$ cat src/hw/rtc_consts.svh
// Offsets, field positions, reset values and timing counts of the calendar clock
`ifndef RTC_CONSTS_SVH
`define RTC_CONSTS_SVH

// ----------------------------------------------------------------
// Register indexes (byte address on APB is four times the index)
// ----------------------------------------------------------------
`define IDX_SECONDS        4'h0
`define IDX_MINUTES        4'h1
`define IDX_HOURS          4'h2
`define IDX_UNUSED_3       4'h3
`define IDX_WEEKDAY        4'h4
`define IDX_DATE           4'h5
`define IDX_MONTH_MODE     4'h6
`define IDX_YEAR_LEAP      4'h7
`define IDX_BANK_SELECT    4'h8
`define IDX_RESET_CTRL     4'hc
`define IDX_RESERVED       4'hd

// ----------------------------------------------------------------
// Field masks of writable bits
// ----------------------------------------------------------------
`define MASK_SECONDS       8'h7f
`define MASK_MINUTES       8'h7f
`define MASK_HOURS         8'h3f
`define MASK_WEEKDAY       8'h07
`define MASK_DATE          8'h3f
`define MASK_MONTH         8'h1f
`define MASK_YEAR          8'hff
`define MASK_HOUR_MODE     8'h01
`define MASK_LEAP          8'h03

// ----------------------------------------------------------------
// Bank-select and reset-control bit positions
// ----------------------------------------------------------------
`define BIT_INT_ENABLE     7
`define BIT_SECOND_BIT_A         4
`define BIT_CLOCK_ENABLE   3
`define BIT_ALARM_ENABLE   2
`define BIT_BANK           0
`define BIT_ONE_HZ_EN      7
`define BIT_SIXTEEN_HZ_EN  6
`define BIT_CLOCK_RESET    5
`define BIT_ALARM_RESET    4

// ----------------------------------------------------------------
// Reset values and calendar limits (BCD)
// ----------------------------------------------------------------
`define RESET_BIT          1'b0
`define BCD_LAST_SECOND    8'h59
`define BCD_SECOND_BIT_A_UP      8'h30
`define BCD_LAST_HOUR_24   8'h23
`define BCD_LAST_HOUR_12   8'h11
`define BCD_LAST_MONTH     8'h12
`define BCD_LAST_YEAR      8'h99
`define LAST_WEEKDAY       8'h06

// ----------------------------------------------------------------
// Timing
// ----------------------------------------------------------------
`define PCLK_PERIOD_NS     25
`define SIXTEEN_HZ_PERIOD_NS 62500000
`define CYCLES_PER_16HZ    (`SIXTEEN_HZ_PERIOD_NS / `PCLK_PERIOD_NS)

`endif

$ cat src/hw/rtc_pkg.sv
// Types shared by the calendar clock register bank
package rtc_pkg;

  // ----------------------------------------------------------------
  // Register index, one per byte register slot except the unused 0x3, 0x9-0xB, 0xE, 0xF
  // ----------------------------------------------------------------
  typedef enum logic [3:0] {
    REG_SECONDS     = 4'h0,
    REG_MINUTES     = 4'h1,
    REG_HOURS       = 4'h2,
    REG_WEEKDAY     = 4'h4,
    REG_DATE        = 4'h5,
    REG_MONTH_MODE  = 4'h6,
    REG_YEAR_LEAP   = 4'h7,
    REG_BANK_SELECT = 4'h8,
    REG_RESET_CTRL  = 4'hc,
    REG_RESERVED    = 4'hd
  } reg_index_t;

  typedef logic [7:0] bcd_byte_t;

endpackage : rtc_pkg

$ cat src/hw/calendar_clock_register_bank.sv
// APB register bank and calendar counting chain of the real-time clock
`timescale 1ns/1ps
`include "rtc_consts.svh"

// Contract
// - Sixteen byte registers at indexes 0x0 to 0xF with listed offsets.
// - Clock and alarm banks share addresses; bank-select bit routes each access.
// - Indexes 0x3, 0x9-0xB, 0xE, 0xF read zero and ignore writes.
// - Reset clears only bank, second_bit_a, interrupt enable and reset-control bits.
// - Time, date, year, leap and hour mode survive system reset.
// - Clock-bank seconds are BCD in bits 6:0, bit 7 reads zero.
// - Minutes are BCD in bits 6:0 in both banks.
// - Hours use bits 5:0; bit 5 is twenty-hours or afternoon flag.
// - Weekday in bits 2:0, BCD date in bits 5:0, both banks.
// - Index 0x6: month in clock bank, hour-mode bit 0 in alarm bank.
// - Index 0x7 of clock bank holds two BCD year digits.
// - Index 0x7 of alarm bank holds two-bit leap-year setting.
// - Bank-select register bits 7,4,3,2,0, identical in both banks.
// - Reset-control bits 7..4; software writes ones to low bits.
// - Clock-bank time reads capture live counter state at the read.
// - Alarm-bank reads capture current register state.
// - Alarm-bank seconds slot has no function.
// - Hour-mode one selects 24-hour, zero selects 12-hour with afternoon.
// - Year wraps 99 to 00; every fourth year is a leap year.
module calendar_clock_register_bank #(
  parameter int CYCLES_PER_16HZ = `CYCLES_PER_16HZ
) (
  input  wire logic        pclk,           // APB clock, 40 MHz
  input  wire logic        presetn,        // Asynchronous reset, active low
  input  wire logic        psel,           // APB select
  input  wire logic        penable,        // APB access phase
  input  wire logic        pwrite,         // APB direction, high for write
  input  wire logic [5:0]  paddr,          // APB byte address within the block
  input  wire logic [31:0] pwdata,         // APB write data
  input  wire logic [3:0]  pstrb,          // APB byte strobes
  output logic             pready,         // APB ready
  output logic [31:0]      prdata,         // APB read data
  output logic             pslverr,        // APB error
  output logic             one_hz_out,     // 1 Hz square wave when enabled
  output logic             sixteen_hz_out, // 16 Hz square wave when enabled
  output logic             alarm_out       // One-cycle pulse on an alarm match
);

  // ----------------------------------------------------------------
  // BCD helpers
  // ----------------------------------------------------------------
  function automatic rtc_pkg::bcd_byte_t bcd_inc(input rtc_pkg::bcd_byte_t v);
    rtc_pkg::bcd_byte_t r;
    r = (v[3:0] == 4'h9) ? {v[7:4] + 4'h1, 4'h0} : v + 8'h01;
    return r;
  endfunction : bcd_inc

  function automatic rtc_pkg::bcd_byte_t last_date(input rtc_pkg::bcd_byte_t m,
                                                    input logic leap);
    rtc_pkg::bcd_byte_t r;
    unique case (m)
      8'h02:                      r = leap ? 8'h29 : 8'h28;
      8'h04, 8'h06, 8'h09, 8'h11: r = 8'h30;
      default:                    r = 8'h31;
    endcase
    return r;
  endfunction : last_date

  // ----------------------------------------------------------------
  // APB decode
  // ----------------------------------------------------------------
  logic [3:0] index;
  logic       access;
  logic       bad_addr;
  logic       rd_capture;
  logic       wr_en;
  logic [7:0] wbyte;

  assign index      = paddr[5:2];
  assign access     = psel & penable;
  assign bad_addr   = (index == `IDX_RESERVED) | (paddr[1:0] != 2'b00);
  assign rd_capture = access & ~pready;
  // Write lands on the completing edge only, and never on an error
  assign wr_en      = access & pready & pwrite & ~pslverr & pstrb[0];
  assign wbyte      = pwdata[7:0];

  // ----------------------------------------------------------------
  // Register state
  // ----------------------------------------------------------------
  rtc_pkg::bcd_byte_t seconds, minutes, hours, weekday, date, month, year;
  rtc_pkg::bcd_byte_t alm_minutes, alm_hours, alm_weekday, alm_date;
  logic       hour_mode_select;
  logic [1:0] leap_setting;
  logic       bank;
  logic       second_bit_a;
  logic       interrupt_enable_bit;
  logic       clock_enable;
  logic       alarm_enable;
  logic       one_hz_enable;
  logic       sixteen_hz_enable;
  logic       clock_reset_bit;
  logic       alarm_reset_bit;

  // Write strobes per bank; the bank bit steers shared slots
  logic clk_wr;
  logic alm_wr;
  assign clk_wr = wr_en & ~bank;
  assign alm_wr = wr_en & bank;

  // ----------------------------------------------------------------
  // Prescaler
  // ----------------------------------------------------------------
  logic       tick16;
  logic       tick1;
  logic [3:0] phase;
  logic       half16;

  rtc_prescaler #(
    .CYCLES_PER_16HZ (CYCLES_PER_16HZ)
  ) u_prescaler (
    .pclk    (pclk),
    .presetn (presetn),
    .clear   (clock_reset_bit),
    .tick16  (tick16),
    .tick1   (tick1),
    .phase   (phase),
    .half16  (half16)
  );

  // ----------------------------------------------------------------
  // Counting chain
  // ----------------------------------------------------------------
  rtc_pkg::bcd_byte_t next_seconds, next_minutes, next_hours, next_weekday;
  rtc_pkg::bcd_byte_t next_date, next_month, next_year;
  logic [1:0] next_leap;
  logic       carry_min, carry_hour, carry_day, carry_month, carry_year;
  logic       advance;

  assign advance = tick1 & clock_enable;

  // One second step; adjustment rounds to the nearest minute instead
  always_comb begin
    next_seconds = seconds;
    next_minutes = minutes;
    next_hours   = hours;
    next_weekday = weekday;
    next_date    = date;
    next_month   = month;
    next_year    = year;
    next_leap    = leap_setting;
    carry_min    = 1'b0;
    carry_hour   = 1'b0;
    carry_day    = 1'b0;
    carry_month  = 1'b0;
    carry_year   = 1'b0;
    if (advance) begin
      if (second_bit_a) begin
        next_seconds = 8'h00;
        carry_min    = (seconds >= `BCD_SECOND_BIT_A_UP);
      end else begin
        carry_min    = (seconds == `BCD_LAST_SECOND);
        next_seconds = carry_min ? 8'h00 : bcd_inc(seconds);
      end
    end
    if (carry_min) begin
      carry_hour   = (minutes == `BCD_LAST_SECOND);
      next_minutes = carry_hour ? 8'h00 : bcd_inc(minutes);
    end
    if (carry_hour) begin
      if (hour_mode_select) begin
        // 24-hour counting, bit 5 is the twenty-hours digit
        carry_day  = (hours == `BCD_LAST_HOUR_24);
        next_hours = carry_day ? 8'h00 : bcd_inc(hours);
      end else if ({3'b000, hours[4:0]} == `BCD_LAST_HOUR_12) begin
        // 11 o'clock rolls to 0 with the afternoon flag flipped
        carry_day  = hours[5];
        next_hours = {2'b00, ~hours[5], 5'h00};
      end else begin
        next_hours = {2'b00, hours[5], 5'(bcd_inc({3'b000, hours[4:0]}))};
      end
    end
    if (carry_day) begin
      next_weekday = (weekday == `LAST_WEEKDAY) ? 8'h00 : weekday + 8'h01;
      carry_month  = (date == last_date(month, leap_setting == 2'b00));
      next_date    = carry_month ? 8'h01 : bcd_inc(date);
    end
    if (carry_month) begin
      carry_year = (month == `BCD_LAST_MONTH);
      next_month = carry_year ? 8'h01 : bcd_inc(month);
    end
    if (carry_year) begin
      next_year = (year == `BCD_LAST_YEAR) ? 8'h00 : bcd_inc(year);
      next_leap = leap_setting + 2'b01;
    end
  end

  // ----------------------------------------------------------------
  // Clock bank counters, kept through reset
  // ----------------------------------------------------------------
  // No reset branch: the calendar must survive a system reset
  always_ff @(posedge pclk) begin
    seconds <= (clk_wr && index == `IDX_SECONDS) ? (wbyte & `MASK_SECONDS)
                                                 : next_seconds;
    minutes <= (clk_wr && index == `IDX_MINUTES) ? (wbyte & `MASK_MINUTES)
                                                 : next_minutes;
    hours   <= (clk_wr && index == `IDX_HOURS)   ? (wbyte & `MASK_HOURS)
                                                 : next_hours;
    weekday <= (clk_wr && index == `IDX_WEEKDAY) ? (wbyte & `MASK_WEEKDAY)
                                                 : next_weekday;
    date    <= (clk_wr && index == `IDX_DATE)    ? (wbyte & `MASK_DATE)
                                                 : next_date;
    month   <= (clk_wr && index == `IDX_MONTH_MODE) ? (wbyte & `MASK_MONTH)
                                                    : next_month;
    year    <= (clk_wr && index == `IDX_YEAR_LEAP)  ? (wbyte & `MASK_YEAR)
                                                    : next_year;
  end

  // ----------------------------------------------------------------
  // Alarm bank, kept through reset, cleared by alarm reset except hour mode and leap setting
  // ----------------------------------------------------------------
  always_ff @(posedge pclk) begin
    if (alarm_reset_bit) begin
      alm_minutes <= 8'h00;
      alm_hours   <= 8'h00;
      alm_weekday <= 8'h00;
      alm_date    <= 8'h00;
    end else if (alm_wr) begin
      // Alarm seconds slot is not stored at all
      if (index == `IDX_MINUTES) alm_minutes <= wbyte & `MASK_MINUTES;
      if (index == `IDX_HOURS)   alm_hours   <= wbyte & `MASK_HOURS;
      if (index == `IDX_WEEKDAY) alm_weekday <= wbyte & `MASK_WEEKDAY;
      if (index == `IDX_DATE)    alm_date    <= wbyte & `MASK_DATE;
    end
  end

  // Hour mode and leap setting; leap setting steps with the year
  always_ff @(posedge pclk) begin
    if (alm_wr && index == `IDX_MONTH_MODE) begin
      hour_mode_select <= wbyte[0];
    end
    if (alm_wr && index == `IDX_YEAR_LEAP) begin
      leap_setting <= wbyte[1:0];
    end else begin
      leap_setting <= next_leap;
    end
  end

  // ----------------------------------------------------------------
  // Bank-select register
  // ----------------------------------------------------------------
  // Bank, second_bit_a and interrupt enable come out of reset cleared
  always_ff @(posedge pclk or negedge presetn) begin
    if (!presetn) begin
      bank                 <= `RESET_BIT;
      second_bit_a         <= `RESET_BIT;
      interrupt_enable_bit <= `RESET_BIT;
    end else if (wr_en && index == `IDX_BANK_SELECT) begin
      bank                 <= wbyte[`BIT_BANK];
      second_bit_a         <= wbyte[`BIT_SECOND_BIT_A];
      interrupt_enable_bit <= wbyte[`BIT_INT_ENABLE];
    end else if (advance) begin
      second_bit_a <= 1'b0; // Adjustment done at the next second
    end
  end

  // Clock and alarm enables are left alone by reset
  always_ff @(posedge pclk) begin
    if (wr_en && index == `IDX_BANK_SELECT) begin
      clock_enable <= wbyte[`BIT_CLOCK_ENABLE];
      alarm_enable <= wbyte[`BIT_ALARM_ENABLE];
    end
  end

  // ----------------------------------------------------------------
  // Reset-control register
  // ----------------------------------------------------------------
  // Clock and alarm resets are one-cycle actions that clear themselves
  always_ff @(posedge pclk or negedge presetn) begin
    if (!presetn) begin
      one_hz_enable     <= `RESET_BIT;
      sixteen_hz_enable <= `RESET_BIT;
      clock_reset_bit   <= `RESET_BIT;
      alarm_reset_bit   <= `RESET_BIT;
    end else if (wr_en && index == `IDX_RESET_CTRL) begin
      one_hz_enable     <= wbyte[`BIT_ONE_HZ_EN];
      sixteen_hz_enable <= wbyte[`BIT_SIXTEEN_HZ_EN];
      clock_reset_bit   <= wbyte[`BIT_CLOCK_RESET];
      alarm_reset_bit   <= wbyte[`BIT_ALARM_RESET];
    end else begin
      clock_reset_bit   <= 1'b0;
      alarm_reset_bit   <= 1'b0;
    end
  end

  // ----------------------------------------------------------------
  // Read multiplexer
  // ----------------------------------------------------------------
  logic [7:0] page_byte;
  logic [7:0] rst_byte;
  logic [7:0] rd_byte;

  assign page_byte = {interrupt_enable_bit, 2'b00, second_bit_a,
                      clock_enable, alarm_enable, 1'b0, bank};
  // Low bits are write-only ones and read back as zero
  assign rst_byte  = {one_hz_enable, sixteen_hz_enable,
                      clock_reset_bit, alarm_reset_bit, 4'h0};

  // Live counter values are sampled at the read, never a stale copy
  always_comb begin
    rd_byte = 8'h00;
    unique case (index)
      `IDX_SECONDS:     rd_byte = bank ? 8'h00 : seconds;
      `IDX_MINUTES:     rd_byte = bank ? alm_minutes : minutes;
      `IDX_HOURS:       rd_byte = bank ? alm_hours : hours;
      `IDX_WEEKDAY:     rd_byte = bank ? alm_weekday : weekday;
      `IDX_DATE:        rd_byte = bank ? alm_date : date;
      `IDX_MONTH_MODE:  rd_byte = bank ? {7'h00, hour_mode_select} : month;
      `IDX_YEAR_LEAP:   rd_byte = bank ? {6'h00, leap_setting} : year;
      `IDX_BANK_SELECT: rd_byte = page_byte;
      `IDX_RESET_CTRL:  rd_byte = rst_byte;
      default:          rd_byte = 8'h00;
    endcase
  end

  // ----------------------------------------------------------------
  // APB answer: one wait state, outputs straight from flip-flops
  // ----------------------------------------------------------------
  always_ff @(posedge pclk or negedge presetn) begin
    if (!presetn) begin
      pready  <= 1'b0;
      prdata  <= 32'h0000_0000;
      pslverr <= 1'b0;
    end else begin
      pready  <= rd_capture;
      pslverr <= rd_capture & bad_addr;
      if (rd_capture) begin
        prdata <= (pwrite || bad_addr) ? 32'h0000_0000 : {24'h00_0000, rd_byte};
      end
    end
  end

  // ----------------------------------------------------------------
  // Alarm and frequency outputs
  // ----------------------------------------------------------------
  logic alarm_hit;

  // Alarms compare minutes, hours, weekday and date at each minute start
  assign alarm_hit = carry_min && (next_minutes == alm_minutes) &&
                     (next_hours == alm_hours) && (next_weekday == alm_weekday) &&
                     (next_date == alm_date);

  always_ff @(posedge pclk or negedge presetn) begin
    if (!presetn) begin
      alarm_out      <= 1'b0;
      one_hz_out     <= 1'b0;
      sixteen_hz_out <= 1'b0;
    end else begin
      alarm_out      <= alarm_hit & alarm_enable & interrupt_enable_bit;
      one_hz_out     <= one_hz_enable & ~phase[3];
      sixteen_hz_out <= sixteen_hz_enable & half16;
    end
  end

  // Sixteenth tick is not used at all; the square wave comes from half16
  logic unused_tick16;
  assign unused_tick16 = tick16;

endmodule : calendar_clock_register_bank

$ cat src/hw/rtc_prescaler.sv
// Divider from pclk down to sixteenth-second ticks and a 1 Hz tick
`timescale 1ns/1ps
`include "rtc_consts.svh"

module rtc_prescaler #(
  parameter int CYCLES_PER_16HZ = `CYCLES_PER_16HZ
) (
  input  wire logic       pclk,     // System clock
  input  wire logic       presetn,  // Asynchronous reset, active low
  input  wire logic       clear,    // Restart the divider from phase zero
  output logic            tick16,   // One-cycle pulse sixteen times a second
  output logic            tick1,    // One-cycle pulse once a second
  output logic [3:0]      phase,    // Sixteenths of the current second
  output logic            half16    // High in the first half of each 16 Hz period
);

  // ----------------------------------------------------------------
  // Elaboration check
  // ----------------------------------------------------------------
  if (CYCLES_PER_16HZ < 4) begin : g_bad_count
    $error("rtc_prescaler: CYCLES_PER_16HZ must be at least 4");
  end

  localparam int CW = $clog2(CYCLES_PER_16HZ);
  localparam logic [CW-1:0] LAST = CW'(CYCLES_PER_16HZ - 1);
  localparam logic [CW-1:0] HALF = CW'(CYCLES_PER_16HZ / 2);

  logic [CW-1:0] count;

  // Cycle counter; a clear restarts the second so software sees a full one
  always_ff @(posedge pclk or negedge presetn) begin
    if (!presetn) begin
      count  <= '0;
      phase  <= 4'h0;
      tick16 <= 1'b0;
      tick1  <= 1'b0;
    end else if (clear) begin
      count  <= '0;
      phase  <= 4'h0;
      tick16 <= 1'b0;
      tick1  <= 1'b0;
    end else begin
      tick16 <= (count == LAST);
      tick1  <= (count == LAST) && (phase == 4'hf);
      if (count == LAST) begin
        count <= '0;
        phase <= phase + 4'h1;
      end else begin
        count <= count + CW'(1);
      end
    end
  end

  // Square wave of the sixteenth-second rate
  always_ff @(posedge pclk or negedge presetn) begin
    if (!presetn) begin
      half16 <= 1'b0;
    end else begin
      half16 <= (count < HALF);
    end
  end

endmodule : rtc_prescaler

$ cat config.mk
export PLATFORM = sky130hd
export DESIGN_NAME = calendar_clock_register_bank
export DESIGN_NICKNAME = d
export VERILOG_FILES = /design/src/hw/rtc_pkg.sv /design/src/hw/calendar_clock_register_bank.sv /design/src/hw/rtc_prescaler.sv
export VERILOG_INCLUDE_DIRS = /design/src /design/src/hw
export SDC_FILE = /design/constraint.sdc
export NUM_CORES = 1
export LEC_CHECK = 0
export ABC_AREA = 1
export BUFFER_PORTS_ARGS = -buffer_cell sky130_fd_sc_hd__buf_4
export CAP_MARGIN = 25
export CELL_PAD_IN_SITES_DETAIL_PLACEMENT = 0
export CELL_PAD_IN_SITES_GLOBAL_PLACEMENT = 2
export CORE_MARGIN = 2
export CORE_UTILIZATION = 37
export CTS_CLUSTER_SIZE = 8
export DETAILED_ROUTE_END_ITERATION = 10
export PLACE_DENSITY = 0.95
export SKIP_CTS_REPAIR_TIMING = 1
export SYNTH_ARGS = -nofsm -noshare
export SYNTH_HDL_FRONTEND = slang
export SYNTH_HIERARCHICAL = 1
export SYNTH_SLANG_ARGS = --single-unit
$ cat constraint.sdc
create_clock -name pclk -period 6.55 [get_ports pclk]
set_input_delay 0.9825 -clock pclk [delete_from_list [all_inputs] [get_ports pclk]]
set_output_delay 0.9825 -clock pclk [all_outputs]
set_load 0.02 [all_outputs]
==> results.yml, run 1 <==
outcome:
  status: "complete, no violations"
cts:
  cts_tree: "built"
  cts_root_buffer: "clkbuf_16"
  htreeDepth: 4
  cts_made_buffers: 17
  clk-insertion-delay-late_ps: 440
  clk_pin_slew_ps: 70
  cts_sinks: 131
  clk_path_buf_depth: 2
min_path:
  hp-class: "flip-flop to flip-flop"
  min_from: "u_prescaler/count[0]$_DFF_PN0_"
die:
  io_pins: 84
  die-area_um2: 24700
  die_y_um: 157
  start_util: 0.373
  core_area_um2: 23300
  num_rows: 56
  die_w_um: 157
power_and_ir_drop:
  power_w: 0.00200
  seqPwrFrac: 0.441
  swShare: 0.284
  p_comb_frac: 0.075
  power_frac_clock: 0.484
  switchingPower_w: 0.000568
  pwr_density_cell_nw_per_um2: 206
  p_int_w: 0.00143
  ir_worst_vdd_v: 0.000162
  p_leak_nw: 4.62
layout:
  diodes: 0
  multiInputGateArea_um2: 4730
  fillers: 2533
  layout.cells.non_filler: 1615
  area_delta_synth_final_pct: 11.4
  drive_above_1_share: 0.0833
  nNetsFinal: 1356
  final_util: 0.416
  regArea_um2: 3110
timing:
  fin_ws_ps: 3530
  rsz0062_at_grt: "no"
  finalCritPeriodShare: 0.461
  tightest_slew_ps: 948
  final.setup_skew_ps: 10.5
  slew_violations: 0
  fin_crit_ps: 3020
  final.setup.tns_ps: 0
  finalHoldViolCount: 0
  slew_headroom: 0.351
  fmax_mhz: 331
  setup_viol: 0
placement:
  gp_congestion: 0.898
  dp_cells: 1583
  dp_slack_ps: 3130
  port_buffers: 32
  hpwl_um: 20200
global_route:
  first_global_vias: 7620
  antenna_found_initial: 0
  grt_pass1_wl_um: 42500
  grt_overflow: 0
  grt_max_degree: 49
  grt_usage: 0.226
yosys:
  syn_inst: 1257
  netlist_area_um2: 8690
  yosysWarnings: 6
  avgSynthCellArea_um2: 6.91
worst_setup_path:
  worst_path_max_delay_cell: "edfxtp_1"
  cpPeakStageDelay_ps: 430
  setup.worst_path.start: "seconds[5]$_DFFE_PP_"
  crit_path_frequent_cell: "nand2_1"
  rr_startpoint: "seconds[5]$_DFFE_PP_"
  worstPathRequired_ps: 6650
  crit_arrival_ps: 3120
  cp-start-kind: "flip-flop"
  path_cells: "inv_1, ha_1, nand2_1, nor2_1, nand2_1, nand2_2, nand3_4, nor2_8, nand3_4, inv_1, nand3_1, nand2_1"
  endpoint_kind: "flip-flop"
  worst-path-max-fanout: 18
  worstSetupPathType: "flip-flop to flip-flop"
job:
  max_cap_viol_count: 0
routing:
  wirelength_um: 26900
  drcViolationCount: 0
  postRouteAntennaNets: 0
  wl_per_cell_um: 16.7
  num_vias: 8244
  avgViaCountPerCell: 5.10
  dr.first_iter.drc_count: 726
  first_pass_iters: 5
-- path summary, 6_finish.rpt --
path	end	slack, ps	cells past startpoint
max in group asynchronous	alarm_out$_DFF_PN0_	5560	1
min reg2reg	u_prescaler/count[0]$_DFF_PN0_	470	1
min in group asynchronous	u_prescaler/count[6]$_DFF_PN0_	570	1
max	year[4]$_DFFE_PP_	3530	12
max reg2reg	year[4]$_DFFE_PP_	3530	12
min	u_prescaler/count[0]$_DFF_PN0_	470	1
-- layout by cell type (no fill, tap or decap), drive strengths merged, types with 2 or more instances in the layout --
master	count
clkinv	10
a221oi	5
o32ai	2
clkbuf	17
buf	32
o311ai	2
ha	26
nand3	108
a211oi	5
nor3	16
clkinvlp	2
xnor2	7
nor2	169
edfxtp	25
o31ai	5
or2	3
xor2	21
inv	168
nand3b	6
nand2	311
o211ai	2
o21ai	97
a22o	5
dfxtp	58
conb	24
dfrtp	48
nor3b	3
o22ai	28
nor4	4
a21oi	55
o221ai	2
nand4	22
-- final cells by class --
| cell class | instances | area share |
|---|---|---|
| inverters | 166 | 0.0645 |
| repair buffers | 32 | 0.0248 |
| clock buffers | 17 | 0.0439 |
| flip-flops and latches | 131 | 0.322 |
| clock inverters | 15 | 0.0154 |
| well taps | 319 | 0.0412 |
| multi-input cells | 935 | 0.489 |
-- power groups by stage --
stage | Sequential (W) | Combinational [W] | Clock [W]
2_1_floorplan | 0.000889 | 0.000110 | 0
3_3_place_gp | 0.000896 | 0.000148 | 0
6_report | 0.000880 | 0.000151 | 0.000966
3_5_place_dp | 0.000897 | 0.000149 | 0
4_1_cts | 0.000880 | 0.000150 | 0.000979
5_1_grt | 0.000884 | 0.000169 | 0.00101
-- flip-flops by register name, summed over array words and instances (netlist names), 2 cells and up --
name               count
alm_date               6
alm_hours              6
alm_minutes            7
alm_weekday            3
date                   8
hours                  8
leap_setting           2
minutes                8
month                  8
prdata                 8
seconds                8
u_prescaler/count     22
u_prescaler/phase      4
weekday                8
year                   8
-- metal layers --
layer / vias up / part of all wire / GRT usage
met5: - / 0 / 0
met1: 3828 / 0.50 / 0.334
met3: 36 / 0.060 / 0.0446
li1: 4158 / - / -
met4: 0 / 0.017 / 0.0688
met2: 222 / 0.43 / 0.329
-- critical path, delay by kind of cell (launching register included) --
family / cells / cell delay, ps
buf+inv: 2 / 310
simple gates: 9 / 1770
fa+ha+maj: 1 / 160
flops: 1 / 430
-- stage by stage --
step / instance area, um^2 / hold WS, ps
after floorplan: 8770 / 413
after global placement: 9110 / 455
after detailed placement: 9110 / 462
after CTS: 9680 / 473
after global routing: 9680 / 502
final: 9680 / 465
Note: power is estimated with default switching activity, not from simulation.
==> run 2, diff against run 1 <==
--- a/config.mk
+++ b/config.mk
@@ -12,10 +12,10 @@
 export CELL_PAD_IN_SITES_DETAIL_PLACEMENT = 0
 export CELL_PAD_IN_SITES_GLOBAL_PLACEMENT = 2
 export CORE_MARGIN = 2
-export CORE_UTILIZATION = 37
+export CORE_UTILIZATION = 34
 export CTS_CLUSTER_SIZE = 8
 export DETAILED_ROUTE_END_ITERATION = 10
-export PLACE_DENSITY = 0.95
+export PLACE_DENSITY = 0.92
 export SKIP_CTS_REPAIR_TIMING = 1
 export SYNTH_ARGS = -nofsm -noshare
 export SYNTH_HDL_FRONTEND = slang
==> constraint.sdc (replaced) <==
create_clock -name pclk -period 3.1 [get_ports pclk]
set_input_delay 0.465 -clock pclk [delete_from_list [all_inputs] [get_ports pclk]]
set_output_delay 0.465 -clock pclk [all_outputs]
set_load 0.02 [all_outputs]
==> results.yml, run 2 (synthesis results as in run 1) <==
outcome:
  status: "complete, no violations"
routing:
  avgViaCountPerCell: 5.08
  postRouteAntennaNets: 0
  wirelength_um: 27600
  num_vias: 8355
  wl_per_cell_um: 16.8
  dr.first_iter.drc_count: 676
  drcViolationCount: 0
  first_pass_iters: 6
layout:
  diodes: 0
  largest_register: "u_prescaler/count"
  fillers: 2749
  final_common_cell: "nand2_1"
  area_delta_synth_final_pct: 13.3
  final_util: 0.392
  largest_reg_flops: 22
  nNetsFinal: 1374
  drive_above_1_share: 0.0959
  final_cell_mix: "nand2_1, nor2_1, inv_1"
timing:
  slew_violations: 0
  finalHoldViolCount: 0
  slew_headroom: 0.436
  final.setup_skew_ps: 9.43
  tightest_slew_ps: 824
  rsz0062_at_grt: "no"
  finalCritPeriodShare: 0.848
  fin_crit_ps: 2630
  fin_ws_ps: 470
  fmax_mhz: 380
  setup_viol: 0
  worst_hold_slack_ps: 56.5
  final.setup.tns_ps: 0
cts:
  htreeDepth: 4
  clk_pin_slew_ps: 60
  cts_made_buffers: 17
  cts_tree: "built"
  cts_root_buffer: "clkbuf_16"
  clk_path_buf_depth: 2
  clk-insertion-delay-late_ps: 420
  cts_sinks: 131
global_route:
  grt_use_met1: 0.308
  grt.busiest_layer: "met2"
  grt_overflow: 0
  first_global_vias: 7853
  grt_usage: 0.211
  antenna_found_initial: 0
  met2_usage: 0.331
  grt_max_degree: 49
  grt_pass1_wl_um: 43600
  met3_usage: 0.0321
power_and_ir_drop:
  swShare: 0.274
  pwr_density_cell_nw_per_um2: 430
  power_frac_clock: 0.485
  switchingPower_w: 0.00116
  p_leak_nw: 4.71
  ir_worst_vdd_v: 0.000330
  power_w: 0.00423
  p_int_w: 0.00307
  seqPwrFrac: 0.439
  p_comb_frac: 0.077
worst_setup_path:
  worstSetupPathType: "flip-flop to flip-flop"
  worst-path-max-fanout: 17
  worstPathRequired_ps: 3450
  path_cells: "ha_1, nor2_1, nand2_1, nand2_1, inv_2, nand3_4, buf_4, inv_1, nand2_1, nand2_1, nand2_1, nand2_1, nor2_1, nand3_1, nor2_1, nand3_1, nor2_1"
  crit_arrival_ps: 2980
  endpoint_kind: "flip-flop"
  cp-start-kind: "flip-flop"
  worst_path_max_delay_cell: "edfxtp_1"
  cpPeakStageDelay_ps: 470
  crit_path_frequent_cell: "nand2_1"
die:
  io_pins: 84
  die_y_um: 164
  num_rows: 58
  die_w_um: 164
  core_area_um2: 25100
  start_util: 0.346
  die-area_um2: 26800
min_path:
  hp-class: "input port to async pin"
placement:
  dp_slack_ps: 396
  gp_congestion: 0.932
  hpwl_um: 21000
  port_buffers: 32
job:
  max_cap_viol_count: 0
-- run 2: metrics by stage --
stage	cell area, um^2	instances
after global placement	9260	1612
after CTS	9850	1644
after detailed placement	9260	1612
after global routing	9850	1644
final	9850	1644
after floorplan	8770	1280
-- run 2: power by group through the flow --
stage / Clock [W] / Combinational (W) / Sequential, W
2_1_floorplan: 0 / 0.000233 / 0.00188
3_3_place_gp: 0 / 0.000319 / 0.00189
3_5_place_dp: 0 / 0.000320 / 0.00189
4_1_cts: 0.00209 / 0.000322 / 0.00186
5_1_grt: 0.00216 / 0.000361 / 0.00186
6_report: 0.00205 / 0.000324 / 0.00186
-- run 2: cell type report --
class                           count  area, um^2  share of cell area
Clock inverter                     14         140              0.0142
Inverter                          166         624              0.0634
Timing Repair Buffer               50         375              0.0381
Sequential cell                   131        3110               0.316
Tap cell                          330         413              0.0419
Clock buffer                       18         450              0.0457
Multi-Input combinational cell    935        4730               0.480
-- run 2: path summary, 6_finish.rpt --
check / startpoint / endpoint / slack [ps] / cells after the start
setup / recovery: seconds[4]$_DFFE_PP_ / alarm_out$_DFF_PN0_ / 470 / 17
hold reg to reg: u_prescaler/count[0]$_DFF_PN0_ / u_prescaler/count[0]$_DFF_PN0_ / 470 / 1
max in group asynchronous: presetn / bank$_DFFE_PN0P_ / 2580 / 1
setup reg to reg: seconds[4]$_DFFE_PP_ / alarm_out$_DFF_PN0_ / 470 / 17
min in group pclk: pwdata[6] / minutes[6]$_DFF_P_ / 250 / 3
hold / removal: presetn / u_prescaler/count[7]$_DFF_PN0_ / 60 / 1
-- run 2: per-layer routing --
| metal | up-vias | share of wire | wire length [um] |
|---|---|---|---|
| met1 | 3894 | 0.49 | 13600 |
| met5 | - | 0 | 0 |
| met3 | 20 | 0.054 | 1490 |
| li1 | 4185 | - | - |
| met2 | 256 | 0.44 | 12200 |
| met4 | 0 | 0.0096 | 266 |
-- run 2: critical path, delay by kind of cell, from the launching register on --
| kind | cells | cell delay [ps] |
|---|---|---|
| flip-flops | 1 | 470 |
| adder cells (fa/ha/maj) | 1 | 250 |
| AND/OR/NAND/NOR | 13 | 1300 |
| buffers and inverters | 3 | 540 |
